<file path="config.mk">
export PLATFORM = sky130hd
export DESIGN_NAME = scss_clock_select
export DESIGN_NICKNAME = d
export VERILOG_FILES = /design/src/rtl/scss_pkg.sv /design/src/rtl/scss_clock_select.sv /design/src/rtl/scss_edge_tick.sv
export SDC_FILE = /design/constraint.sdc
export NUM_CORES = 1
export LEC_CHECK = 0
export BUFFER_PORTS_ARGS = -buffer_cell sky130_fd_sc_hd__buf_2
export CAP_MARGIN = 20
export CELL_PAD_IN_SITES_DETAIL_PLACEMENT = 0
export CELL_PAD_IN_SITES_GLOBAL_PLACEMENT = 2
export CORE_UTILIZATION = 34
export DETAILED_ROUTE_END_ITERATION = 16
export PLACE_DENSITY_LB_ADDON = 0.05
export SKIP_CTS_REPAIR_TIMING = 1
export SLEW_MARGIN = 20
export SYNTH_ARGS = -nofsm -noshare
export SYNTH_HDL_FRONTEND = slang
export SYNTH_HIERARCHICAL = 1
export SYNTH_SLANG_ARGS = --single-unit
</file>
<file path="constraint.sdc">
create_clock -name clock_i -period 3.5 [get_ports clock_i]
set_input_delay 0.175 -clock clock_i [delete_from_list [all_inputs] [get_ports clock_i]]
set_output_delay 0.175 -clock clock_i [all_outputs]
set_load 0.02 [all_outputs]
</file>
<file path="src/rtl/scss_pkg.sv">
`default_nettype none

package scss_pkg;

	// clock source select codes
	localparam logic [3:0] SRC_EXT = 4'h0;
	localparam logic [3:0] SRC_PLL = 4'h1;
	localparam logic [3:0] SRC_RC  = 4'h2;
	localparam logic [3:0] SRC_LP  = 4'h3;

	// start-up time select codes
	localparam logic [1:0] SUT_0 = 2'h0;
	localparam logic [1:0] SUT_1 = 2'h1;
	localparam logic [1:0] SUT_2 = 2'h2;
	localparam logic [1:0] SUT_3 = 2'h3;

	// start-up cycle counts on the selected source clock
	localparam logic [14:0] CK_RESET   = 15'h000E;
	localparam logic [14:0] CK_PD_FAST = 15'h0006;
	localparam logic [14:0] CK_PLL_1K  = 15'h0400;
	localparam logic [14:0] CK_PLL_16K = 15'h4000;

	// additional reset delays, in ms, and their cycle counts at clock_i
	localparam int CLK_KHZ     = 125000;
	localparam int DLY_A_MS    = 4;
	localparam int DLY_B_MS    = 8;
	localparam int DLY_C_MS    = 64;
	localparam int DLY_D_MS    = 68;
	localparam int DLY_A_CYC   = DLY_A_MS * CLK_KHZ;
	localparam int DLY_B_CYC   = DLY_B_MS * CLK_KHZ;
	localparam int DLY_C_CYC   = DLY_C_MS * CLK_KHZ;
	localparam int DLY_D_CYC   = DLY_D_MS * CLK_KHZ;
	localparam int MS_CNT_W    = 24;

	// pll divide by four: last phase of a two-bit counter
	localparam logic [1:0] PLL_DIV_LAST = 2'h3;

	// trim: overlap offset of the high range on the frequency rank scale
	localparam logic [7:0] TRIM_RANGE_OFFSET = 8'h40;
	localparam int         TRIM_RANGE_BIT    = 7;

	// prescale control register
	localparam int         PCR_CE_BIT     = 7;
	localparam logic [3:0] PS_MAX_CODE    = 4'h8;
	localparam logic [3:0] PS_RESET_DIV1  = 4'h0;
	localparam logic [3:0] PS_RESET_DIV8  = 4'h3;
	localparam logic [2:0] PCE_TIMEOUT    = 3'h4;
	localparam logic [6:0] PCR_LOW_ZERO   = 7'h00;

	// register byte offsets
	localparam logic [7:0] ADDR_TRIM     = 8'h00;
	localparam logic [7:0] ADDR_PRESCALE = 8'h04;
	localparam logic [7:0] ADDR_STATUS   = 8'h08;

	// status register fields
	localparam int ST_RUN_BIT   = 0;
	localparam int ST_SLEEP_BIT = 1;
	localparam int ST_RSV_BIT   = 2;
	localparam int ST_SRC_LSB   = 4;

	// axi responses
	localparam logic [1:0] RESP_OKAY   = 2'h0;
	localparam logic [1:0] RESP_SLVERR = 2'h2;

	typedef enum logic [1:0] {
		ST_OFF   = 2'b00,
		ST_WAIT  = 2'b01,
		ST_RUN   = 2'b11,
		ST_SLEEP = 2'b10
	} scss_state_t;

endpackage : scss_pkg

`default_nettype wire

</file>
<file path="src/rtl/scss_clock_select.sv">
// Contract
// reset loads calibration byte into trim
// trim zero lowest, all ones highest
// trim top bit picks overlapping range
// low seven trim bits tune within range
// memory timing runs from RC oscillator
// software keeps trim below 8.8 MHz
// software steps trim by 0x20 at most
// select code 00 uses external clock
// external clock start-up delays per code
// pll source divided by four
// pll start-up delays per code
// select code 11 uses 128 kHz oscillator
// 128 kHz start-up delays per code
// output setting drives clock on pin
// no clock out during reset
// pin carries prescaled system clock
// one divider feeds all clock domains
// select code n divides by 2^n
// change-enable then code within four cycles
// reset code follows divide-by-eight setting
// clock gated until counts and delay done
//
// Design decisions made here: the register addresses and the AXI4-Lite slave port.
`timescale 1ns/10ps
`default_nettype none

module scss_clock_select #(
	parameter int DLY_A_CYC = scss_pkg::DLY_A_CYC,
	parameter int DLY_B_CYC = scss_pkg::DLY_B_CYC,
	parameter int DLY_C_CYC = scss_pkg::DLY_C_CYC,
	parameter int DLY_D_CYC = scss_pkg::DLY_D_CYC
) (
	// clock and reset
	input  wire logic        clock_i,
	input  wire logic        rstn_i,
	// nonvolatile settings, caught at reset
	input  wire logic [3:0]  clock_source_select_i,
	input  wire logic [1:0]  startup_time_select_i,
	input  wire logic        clock_output_enable_setting_i,
	input  wire logic        initial_divide_by_eight_i,
	input  wire logic [7:0]  calibration_byte_i,
	// source clock levels
	input  wire logic        external_clock_input_i,
	input  wire logic        pll_clock_i,
	input  wire logic        rc_osc_clock_i,
	input  wire logic        lp_osc_clock_i,
	// power-down request
	input  wire logic        power_down_i,
	// axi4-lite write
	input  wire logic        s_axi_awvalid,
	output logic             s_axi_awready,
	input  wire logic [7:0]  s_axi_awaddr,
	input  wire logic        s_axi_wvalid,
	output logic             s_axi_wready,
	input  wire logic [31:0] s_axi_wdata,
	input  wire logic [3:0]  s_axi_wstrb,
	output logic             s_axi_bvalid,
	input  wire logic        s_axi_bready,
	output logic [1:0]       s_axi_bresp,
	// axi4-lite read
	input  wire logic        s_axi_arvalid,
	output logic             s_axi_arready,
	input  wire logic [7:0]  s_axi_araddr,
	output logic             s_axi_rvalid,
	input  wire logic        s_axi_rready,
	output logic [31:0]      s_axi_rdata,
	output logic [1:0]       s_axi_rresp,
	// trim to the rc oscillator
	output logic             trim_range_select_o,
	output logic [6:0]       trim_fine_value_o,
	output logic [7:0]       trim_freq_rank_o,
	// clock domain ticks
	output logic             core_domain_tick_o,
	output logic             io_domain_tick_o,
	output logic             converter_domain_tick_o,
	output logic             program_memory_tick_o,
	output logic             nvm_timing_tick_o,
	output logic             pll_timer_tick_o,
	// clock output pin
	output logic             clock_output_pin_o,
	output logic             clock_output_oe_o
);

	// source edge detection
	logic [3:0] src_level;
	logic [3:0] src_rise;
	logic [3:0] src_in;

	assign src_in = {lp_osc_clock_i, rc_osc_clock_i, pll_clock_i, external_clock_input_i};

	for (genvar g = 0; g < 4; g++) begin : g_edge
		scss_edge_tick u_edge (
			.clock_i (clock_i),
			.rstn_i  (rstn_i),
			.level_i (src_in[g]),
			.level_o (src_level[g]),
			.rise_o  (src_rise[g])
		);
	end

	// settings latch, bus, registers and start-up state
	logic [3:0]                     src_sel,   next_src_sel;
	logic [1:0]                     sut_sel,   next_sut_sel;
	logic                           cko_set,   next_cko_set;
	logic [7:0]                     trim,      next_trim;
	logic [3:0]                     ps_code,   next_ps_code;
	logic                           pce,       next_pce;
	logic [2:0]                     pce_cnt,   next_pce_cnt;
	logic [1:0]                     pll_div,   next_pll_div;
	logic [7:0]                     ps_cnt,    next_ps_cnt;
	scss_pkg::scss_state_t          state,     next_state;
	logic [14:0]                    ck_cnt,    next_ck_cnt;
	logic [14:0]                    ck_target, next_ck_target;
	logic [scss_pkg::MS_CNT_W-1:0]  ms_cnt,    next_ms_cnt;
	logic                           aw_held,   next_aw_held;
	logic [7:0]                     aw_addr,   next_aw_addr;
	logic                           w_held,    next_w_held;
	logic [31:0]                    w_data,    next_w_data;
	logic                           w_lane0,   next_w_lane0;
	logic                           bvalid,    next_bvalid;
	logic [1:0]                     bresp,     next_bresp;
	logic                           rvalid,    next_rvalid;
	logic [31:0]                    rdata,     next_rdata;
	logic [1:0]                     rresp,     next_rresp;
	logic                           clk_out,   next_clk_out;

	logic                           do_write;
	logic                           sut_rsv;
	logic                           src_tick;
	logic                           src_lvl;
	logic [3:0]                     ps_eff;
	logic [7:0]                     ps_mask;
	logic                           div_tick;
	logic                           div_lvl;
	logic                           running;
	logic [31:0]                    status_word;

	// reserved start-up code only exists for the cycle-6 sources
	assign sut_rsv = (src_sel != scss_pkg::SRC_PLL) && (sut_sel == scss_pkg::SUT_3);

	// selected source clock; reserved select codes fall back to the rc oscillator
	always_comb begin
		src_tick = src_rise[2];
		src_lvl  = src_level[2];
		case (src_sel)
			scss_pkg::SRC_EXT: begin
				src_tick = src_rise[0];
				src_lvl  = src_level[0];
			end
			scss_pkg::SRC_PLL: begin
				src_tick = src_rise[1] && (pll_div == scss_pkg::PLL_DIV_LAST);
				src_lvl  = pll_div[1];
			end
			scss_pkg::SRC_LP: begin
				src_tick = src_rise[3];
				src_lvl  = src_level[3];
			end
			default: begin
				src_tick = src_rise[2];
				src_lvl  = src_level[2];
			end
		endcase
	end

	// prescaler: reserved codes divide as 256
	assign ps_eff   = (ps_code > scss_pkg::PS_MAX_CODE) ? scss_pkg::PS_MAX_CODE : ps_code;
	assign ps_mask  = 8'((9'h001 << ps_eff) - 9'h001);
	assign div_tick = src_tick && ((ps_cnt & ps_mask) == ps_mask);
	assign div_lvl  = (ps_eff == 4'h0) ? src_lvl : ps_cnt[3'(ps_eff - 4'h1)];
	assign running  = (state == scss_pkg::ST_RUN);

	assign status_word = {24'h000000, src_sel, 1'b0, sut_rsv,
		(state == scss_pkg::ST_SLEEP), running};

	// axi handshake outputs
	assign s_axi_awready = !aw_held && !bvalid;
	assign s_axi_wready  = !w_held && !bvalid;
	assign s_axi_arready = !rvalid;
	assign do_write      = aw_held && w_held && !bvalid;

	always_comb begin
		next_aw_held = aw_held;
		next_aw_addr = aw_addr;
		next_w_held  = w_held;
		next_w_data  = w_data;
		next_w_lane0 = w_lane0;
		next_bvalid  = bvalid;
		next_bresp   = bresp;
		next_rvalid  = rvalid;
		next_rdata   = rdata;
		next_rresp   = rresp;
		if (s_axi_awvalid && s_axi_awready) begin
			next_aw_held = 1'b1;
			next_aw_addr = s_axi_awaddr;
		end
		if (s_axi_wvalid && s_axi_wready) begin
			next_w_held  = 1'b1;
			next_w_data  = s_axi_wdata;
			next_w_lane0 = s_axi_wstrb[0];
		end
		if (do_write) begin
			next_aw_held = 1'b0;
			next_w_held  = 1'b0;
			next_bvalid  = 1'b1;
			next_bresp   = (aw_addr == scss_pkg::ADDR_TRIM || aw_addr == scss_pkg::ADDR_PRESCALE ||
				aw_addr == scss_pkg::ADDR_STATUS) ? scss_pkg::RESP_OKAY : scss_pkg::RESP_SLVERR;
		end else if (bvalid && s_axi_bready) begin
			next_bvalid = 1'b0;
		end
		if (s_axi_arvalid && s_axi_arready) begin
			next_rvalid = 1'b1;
			next_rresp  = scss_pkg::RESP_OKAY;
			case (s_axi_araddr)
				scss_pkg::ADDR_TRIM:     next_rdata = {24'h000000, trim};
				scss_pkg::ADDR_PRESCALE: next_rdata = {24'h000000, pce, 3'h0, ps_code};
				scss_pkg::ADDR_STATUS:   next_rdata = status_word;
				default: begin
					next_rdata = 32'h00000000;
					next_rresp = scss_pkg::RESP_SLVERR;
				end
			endcase
		end else if (rvalid && s_axi_rready) begin
			next_rvalid = 1'b0;
		end
	end

	// registers, dividers and start-up sequencing
	always_comb begin
		next_src_sel   = src_sel;
		next_sut_sel   = sut_sel;
		next_cko_set   = cko_set;
		next_trim      = trim;
		next_ps_code   = ps_code;
		next_pce       = pce;
		next_pce_cnt   = pce_cnt;
		next_pll_div   = pll_div;
		next_ps_cnt    = ps_cnt;
		next_state     = state;
		next_ck_cnt    = ck_cnt;
		next_ck_target = ck_target;
		next_ms_cnt    = ms_cnt;
		next_clk_out   = 1'b0;

		// change-enable window: not extended by a rewrite
		if (pce) begin
			if (pce_cnt == PCE_TIMEOUT_M1()) begin
				next_pce = 1'b0;
			end
			next_pce_cnt = pce_cnt + 3'h1;
		end
		if (do_write && w_lane0) begin
			case (aw_addr)
				scss_pkg::ADDR_TRIM: next_trim = w_data[7:0];
				scss_pkg::ADDR_PRESCALE: begin
					if (w_data[scss_pkg::PCR_CE_BIT] && w_data[6:0] == scss_pkg::PCR_LOW_ZERO) begin
						if (!pce) begin
							next_pce     = 1'b1;
							next_pce_cnt = 3'h0;
						end
					end else if (!w_data[scss_pkg::PCR_CE_BIT] && pce) begin
						next_ps_code = w_data[3:0];
						next_pce     = 1'b0;
					end
				end
				default: begin
					next_trim = trim;
				end
			endcase
		end

		if (src_rise[1]) begin
			next_pll_div = pll_div + 2'h1;
		end
		if (src_tick) begin
			next_ps_cnt = ps_cnt + 8'h01;
		end

		case (state)
			scss_pkg::ST_OFF: begin
				// leaving reset: 14 source cycles and the reset delay, counted side by side
				next_state     = scss_pkg::ST_WAIT;
				next_ck_cnt    = 15'h0000;
				next_ck_target = scss_pkg::CK_RESET;
				if (src_sel == scss_pkg::SRC_PLL) begin
					next_ms_cnt = sut_sel[1] ? scss_pkg::MS_CNT_W'(DLY_D_CYC) : scss_pkg::MS_CNT_W'(DLY_B_CYC);
				end else begin
					case (sut_sel)
						scss_pkg::SUT_0: next_ms_cnt = '0;
						scss_pkg::SUT_1: next_ms_cnt = scss_pkg::MS_CNT_W'(DLY_A_CYC);
						default:         next_ms_cnt = scss_pkg::MS_CNT_W'(DLY_C_CYC);
					endcase
				end
			end
			scss_pkg::ST_WAIT: begin
				if (src_tick && ck_cnt != ck_target) begin
					next_ck_cnt = ck_cnt + 15'h0001;
				end
				if (ms_cnt != '0) begin
					next_ms_cnt = ms_cnt - scss_pkg::MS_CNT_W'(1);
				end
				if (ck_cnt == ck_target && ms_cnt == '0) begin
					next_state = scss_pkg::ST_RUN;
				end
			end
			scss_pkg::ST_RUN: begin
				next_clk_out = div_lvl & cko_set;
				if (power_down_i) begin
					next_state = scss_pkg::ST_SLEEP;
				end
			end
			scss_pkg::ST_SLEEP: begin
				if (!power_down_i) begin
					next_state  = scss_pkg::ST_WAIT;
					next_ck_cnt = 15'h0000;
					next_ms_cnt = '0;
					if (src_sel == scss_pkg::SRC_PLL) begin
						next_ck_target = sut_sel[0] ? scss_pkg::CK_PLL_16K : scss_pkg::CK_PLL_1K;
					end else begin
						next_ck_target = scss_pkg::CK_PD_FAST;
					end
				end
			end
			default: begin
				next_state = scss_pkg::ST_OFF;
			end
		endcase
	end

	function automatic logic [2:0] PCE_TIMEOUT_M1();
		PCE_TIMEOUT_M1 = scss_pkg::PCE_TIMEOUT - 3'h1;
	endfunction : PCE_TIMEOUT_M1

	always_ff @(posedge clock_i) begin
		if (!rstn_i) begin
			// settings are caught while reset is held
			src_sel   <= clock_source_select_i;
			sut_sel   <= startup_time_select_i;
			cko_set   <= clock_output_enable_setting_i;
			trim      <= calibration_byte_i;
			ps_code   <= initial_divide_by_eight_i ? scss_pkg::PS_RESET_DIV8 : scss_pkg::PS_RESET_DIV1;
			pce       <= 1'b0;
			pce_cnt   <= 3'h0;
			pll_div   <= 2'h0;
			ps_cnt    <= 8'h00;
			state     <= scss_pkg::ST_OFF;
			ck_cnt    <= 15'h0000;
			ck_target <= scss_pkg::CK_RESET;
			ms_cnt    <= '0;
			aw_held   <= 1'b0;
			aw_addr   <= 8'h00;
			w_held    <= 1'b0;
			w_data    <= 32'h00000000;
			w_lane0   <= 1'b0;
			bvalid    <= 1'b0;
			bresp     <= scss_pkg::RESP_OKAY;
			rvalid    <= 1'b0;
			rdata     <= 32'h00000000;
			rresp     <= scss_pkg::RESP_OKAY;
			clk_out   <= 1'b0;
		end else begin
			src_sel   <= next_src_sel;
			sut_sel   <= next_sut_sel;
			cko_set   <= next_cko_set;
			trim      <= next_trim;
			ps_code   <= next_ps_code;
			pce       <= next_pce;
			pce_cnt   <= next_pce_cnt;
			pll_div   <= next_pll_div;
			ps_cnt    <= next_ps_cnt;
			state     <= next_state;
			ck_cnt    <= next_ck_cnt;
			ck_target <= next_ck_target;
			ms_cnt    <= next_ms_cnt;
			aw_held   <= next_aw_held;
			aw_addr   <= next_aw_addr;
			w_held    <= next_w_held;
			w_data    <= next_w_data;
			w_lane0   <= next_w_lane0;
			bvalid    <= next_bvalid;
			bresp     <= next_bresp;
			rvalid    <= next_rvalid;
			rdata     <= next_rdata;
			rresp     <= next_rresp;
			clk_out   <= next_clk_out;
		end
	end

	// trim outputs; high range overlaps the low one on the rank scale
	assign trim_range_select_o = trim[scss_pkg::TRIM_RANGE_BIT];
	assign trim_fine_value_o   = trim[6:0];
	assign trim_freq_rank_o    = trim[scss_pkg::TRIM_RANGE_BIT] ?
		({1'b0, trim[6:0]} + scss_pkg::TRIM_RANGE_OFFSET) : {1'b0, trim[6:0]};

	// core, io, converter and program memory domains share one divided, gated tick
	assign core_domain_tick_o      = running && div_tick;
	assign io_domain_tick_o        = running && div_tick;
	assign converter_domain_tick_o = running && div_tick;
	assign program_memory_tick_o   = running && div_tick;
	// memory timing ignores the system clock choice
	assign nvm_timing_tick_o       = src_rise[2];
	assign pll_timer_tick_o        = src_rise[1];

	assign clock_output_pin_o = clk_out;
	assign clock_output_oe_o  = cko_set;

	assign s_axi_bvalid = bvalid;
	assign s_axi_bresp  = bresp;
	assign s_axi_rvalid = rvalid;
	assign s_axi_rdata  = rdata;
	assign s_axi_rresp  = rresp;

endmodule : scss_clock_select

`default_nettype wire

</file>
<file path="src/rtl/scss_edge_tick.sv">
`timescale 1ns/10ps
`default_nettype none

module scss_edge_tick (
	// clock and reset
	input  wire logic clock_i,
	input  wire logic rstn_i,
	// source level, synchronous to clock_i
	input  wire logic level_i,
	// registered level and rising-edge pulse
	output logic      level_o,
	output logic      rise_o
);

	logic level;
	logic next_level;

	always_comb begin
		next_level = level_i;
	end

	always_ff @(posedge clock_i) begin
		if (!rstn_i) begin
			level <= 1'b0;
		end else begin
			level <= next_level;
		end
	end

	assign level_o = level;
	assign rise_o  = level_i & ~level;

endmodule : scss_edge_tick

`default_nettype wire

</file>
==> parameters.txt <==
Parameter                              Value

Timing
  Worst hold slack across all endpoints    -8.33 ps
  Fin. max-slew vios    0
  Final setup TNS    0 ps
  Final WS setup    roughly 370 ps
  Number of hold violations in the final report    2
  Setup-failing EPs final    0
  Unrepaired setup endpoints after global routing    no
  Final worst path period need    roughly 3100 ps
  Transition time at the pin with the least slew margin    ~1000 ps
  Achievable clock frequency    around 320 MHz
  Normalized max-slew margin    31.1%
  Share of the clock period used by the worst path after layout    around 89%
  Largest clock skew in the final design    about 11 ps

Layout
  Summed area of non-filler cells in the final layout    7480 um2
  Final core utilization    between 40% and 50%
  Most frequent cells in the layout    dfxtp_1 (95), buf_2 (91), nand2_1 (90)
  Total number of nets in the final design    slightly above 900
  Antenna Diode Count    0
  Fillers    1785
  Fraction of layout cells with a size suffix above 1    between 10% and 20%
  Area taken by flip-flops and latches    2470 um2
  Synthesis-to-finish area growth    22.7%
  Area of combinational cells with multiple inputs    3250 um2
  Most common library cell in the layout ignoring fill and taps    dfxtp_1

Worst setup path
  Critical path type    reg2out
  CP max FO    7
  Capturing element of the worst setup path    core_domain_tick_o
  Worst-case register-to-register setup slack    about 760 ps
  Worst R2R End    ms_cnt[4]
  Origin of the critical flop-to-flop path    ms_cnt[12]
  Cell count of the worst reg-to-reg path    6
  Worst setup path start    ps_code[3]
  Slowest-stage cell, CP    edfxtp_1
  Largest delay contributor family on the critical path    simple AND/OR/NAND/NOR gates
  Arrival time worst endpoint    around 3000 ps
  Critical Path Source Type    flip-flop
  CP required    3320 ps
  Crit. path cell count    10
  Kind of capture point of the worst setup path    output pin
  Max incr delay on CP    just under 500 ps
  Count of buffering cells on the critical path with inverters included    2
  Critical-path cell list    inv_1, nand2_1, ha_1, nand2_1, ha_1, o221ai_1, nor2_1, o2111ai_1, nor3_2, buf_2

Flow run
  Max-capacitance violation count    0

Yosys
  Fraction of registers with async set or reset after synthesis    0%
  Seq cells post-synth    114
  Ys flop type    dfxtp_1
  Seq/Total Area, Yosys    40.6%
  Mean area per synthesized cell    approximately 8.4 um2
  Count of flip-flops with a built-in enable after synthesis    19
  Post-Synthesis Cell Area    6090 um2
  Gate count after technology mapping    724
  Number of synthesis warnings    6
  Library cells used by synthesis    64

Placed design
  Pre-CTS WS    just over 600 ps
  Area post-placement    6620 um2
  Number of buffer cells added on primary ports    91
  Post-DP HPWL    11400 um
  Gpl congestion    about 0.8

Global route
  Pin count of the biggest net entering global routing    53
  Wire length of the first global-routing pass    around 26000 um
  Global route total overflow    0
  Antenna violations before repair    0
  Global router's overall resource usage    18.3%
  Via count of the first global-routing pass    around 5000

Power
  Pwr per Cell Area    ~600 nW/um2
  Internal Pwr Total    3.01 mW
  Switching power summed over all nets    around 1.5 mW
  Combinational Power Share    between 20% and 30%
  IR drop worst, VDD    approximately 400 uV
  Leakage    3.05 nW
  Clk pwr share    around two fifths
  Part of the power in registers    between 30% and 40%
  Sw frac    between 30% and 40%

Hold path
  HP Class    in2reg
  Worst hold path depth    3

Floorplan
  Placement Rows    48
  Top-level port count    approximately 150
  Core box area    17400 um2
  Total die area    between 15000 and 20000 um2
  Starting Density    about a third
  Die Y    about 140 um
  Die boundary width    around 140 um

Clock tree
  Clock insertion delay at the later pin of the skew report    roughly 420 ps
  TritonCTS Sinks    roughly 110
  Clock buffer depth    2
  Clock-pin slew of the registers on the worst-case setup and hold paths    60 ps
  H-tree depth    4
  TritonCTS clock tree    yes
  Total clock buffers created by CTS    17
  CTS Root Buffer Type    clkbuf_16

Routing
  Vias per cell    slightly above 5
  Average wire per cell in the routed design    approximately 15 um
  Total number of vias    approximately 5400
  Final antenna-violating net count    0
  Iteration-0 DRC Markers    between 200 and 300
  Total wire length    roughly 16000 um
  DRC violation count after routing    0
  Drt first pass iters    5

Run status
  Failing checks    negative hold slack
  Outcome    finished, violations left
==> stage by stage <==
stage	total power [mW]	std cells
6_report	4.51	1065
4_1_cts	4.53	1040
3_5_place_dp	2.73	1008
2_1_floorplan	2.41	749
5_1_grt	4.75	1065
3_3_place_gp	2.72	1008
==> power groups by stage <==
stage,clock [mW],sequential (mW),combinational [mW]
after floorplan,0,1.57,0.833
after global placement,0,1.59,1.13
after detailed placement,0,1.59,1.13
after CTS,1.82,1.57,1.14
after global routing,1.88,1.59,1.28
final,1.78,1.57,1.16
==> layer usage <==
layer | GRT usage, % | wire length, um
met1 | 24.3 | 7880
met2 | 28.7 | 7680
met3 | 4.88 | 588
met4 | 5.93 | 199
met5 | 0 | 0
==> how the worst min path moves through the flow <==
stage                                        startpoint  slack, ps                end
after floorplan           clock_output_enable_setting_i        270  clock_output_oe_o
after global placement         startup_time_select_i[0]        350    next_sut_sel[0]
after detailed placement       startup_time_select_i[1]        350    next_sut_sel[1]
after CTS                      startup_time_select_i[1]        -90    next_sut_sel[1]
after global routing                    s_axi_awaddr[2]          8         aw_addr[2]
final                                   s_axi_awaddr[2]         -8         aw_addr[2]
==> cell usage after synthesis, drive strengths merged, types with 12 or more instances <==
cell type / n / area (um2)
nor2: 66 / 248
and2: 12 / 75.1
nand3: 17 / 85.1
nor3: 12 / 65.1
clkbuf: 27 / 101
dfxtp: 95 / 1900
o21ai: 46 / 230
mux2i: 12 / 120
nand4: 15 / 93.8
edfxtp: 19 / 571
inv: 22 / 82.6
buf: 40 / 290
a21oi: 77 / 385
nand2: 90 / 338
or3: 17 / 106
ha: 19 / 238
==> final cells by class <==
type | count | area share [%]
Tap cell | 225 | 3.76
Inverter | 22 | 1.10
Sequential cell | 114 | 33.1
Clock buffer | 21 | 6.44
Clock inverter | 11 | 1.67
Multi-Input combinational cell | 546 | 43.5
Timing Repair Buffer | 126 | 10.4
==> worst min-delay path, cell delays in order <==
cell,delay (ps)
buf_2,90
nand2_1,40
a21oi_1,50
==> registers in the layout, indices dropped and copies added, names as in the netlist, 8 cells and up <==
signal       flops
s_axi_rdata      8
aw_addr          8
ms_cnt          24
ck_cnt          15
w_data           8
trim             8
ps_cnt           8
==> kinds of logic (layout without fill, tap and decap cells) <==
family                   Yosys count  in the layout  share of synthesized area, %
AO/OA/AOI/OAI                    179            179                          17.6
XOR/XNOR                          14             14                          2.01
adder cells (fa/ha/maj)           19             19                          3.90
buffers and inverters             89            180                          7.78
flip-flops                       114            114                          40.6
multiplexers                      19             19                          3.63
other                              1             26                        0.0615
AND/OR/NAND/NOR                  289            289                          24.4
No activity file was read; power rests on OpenSTA's default activity.
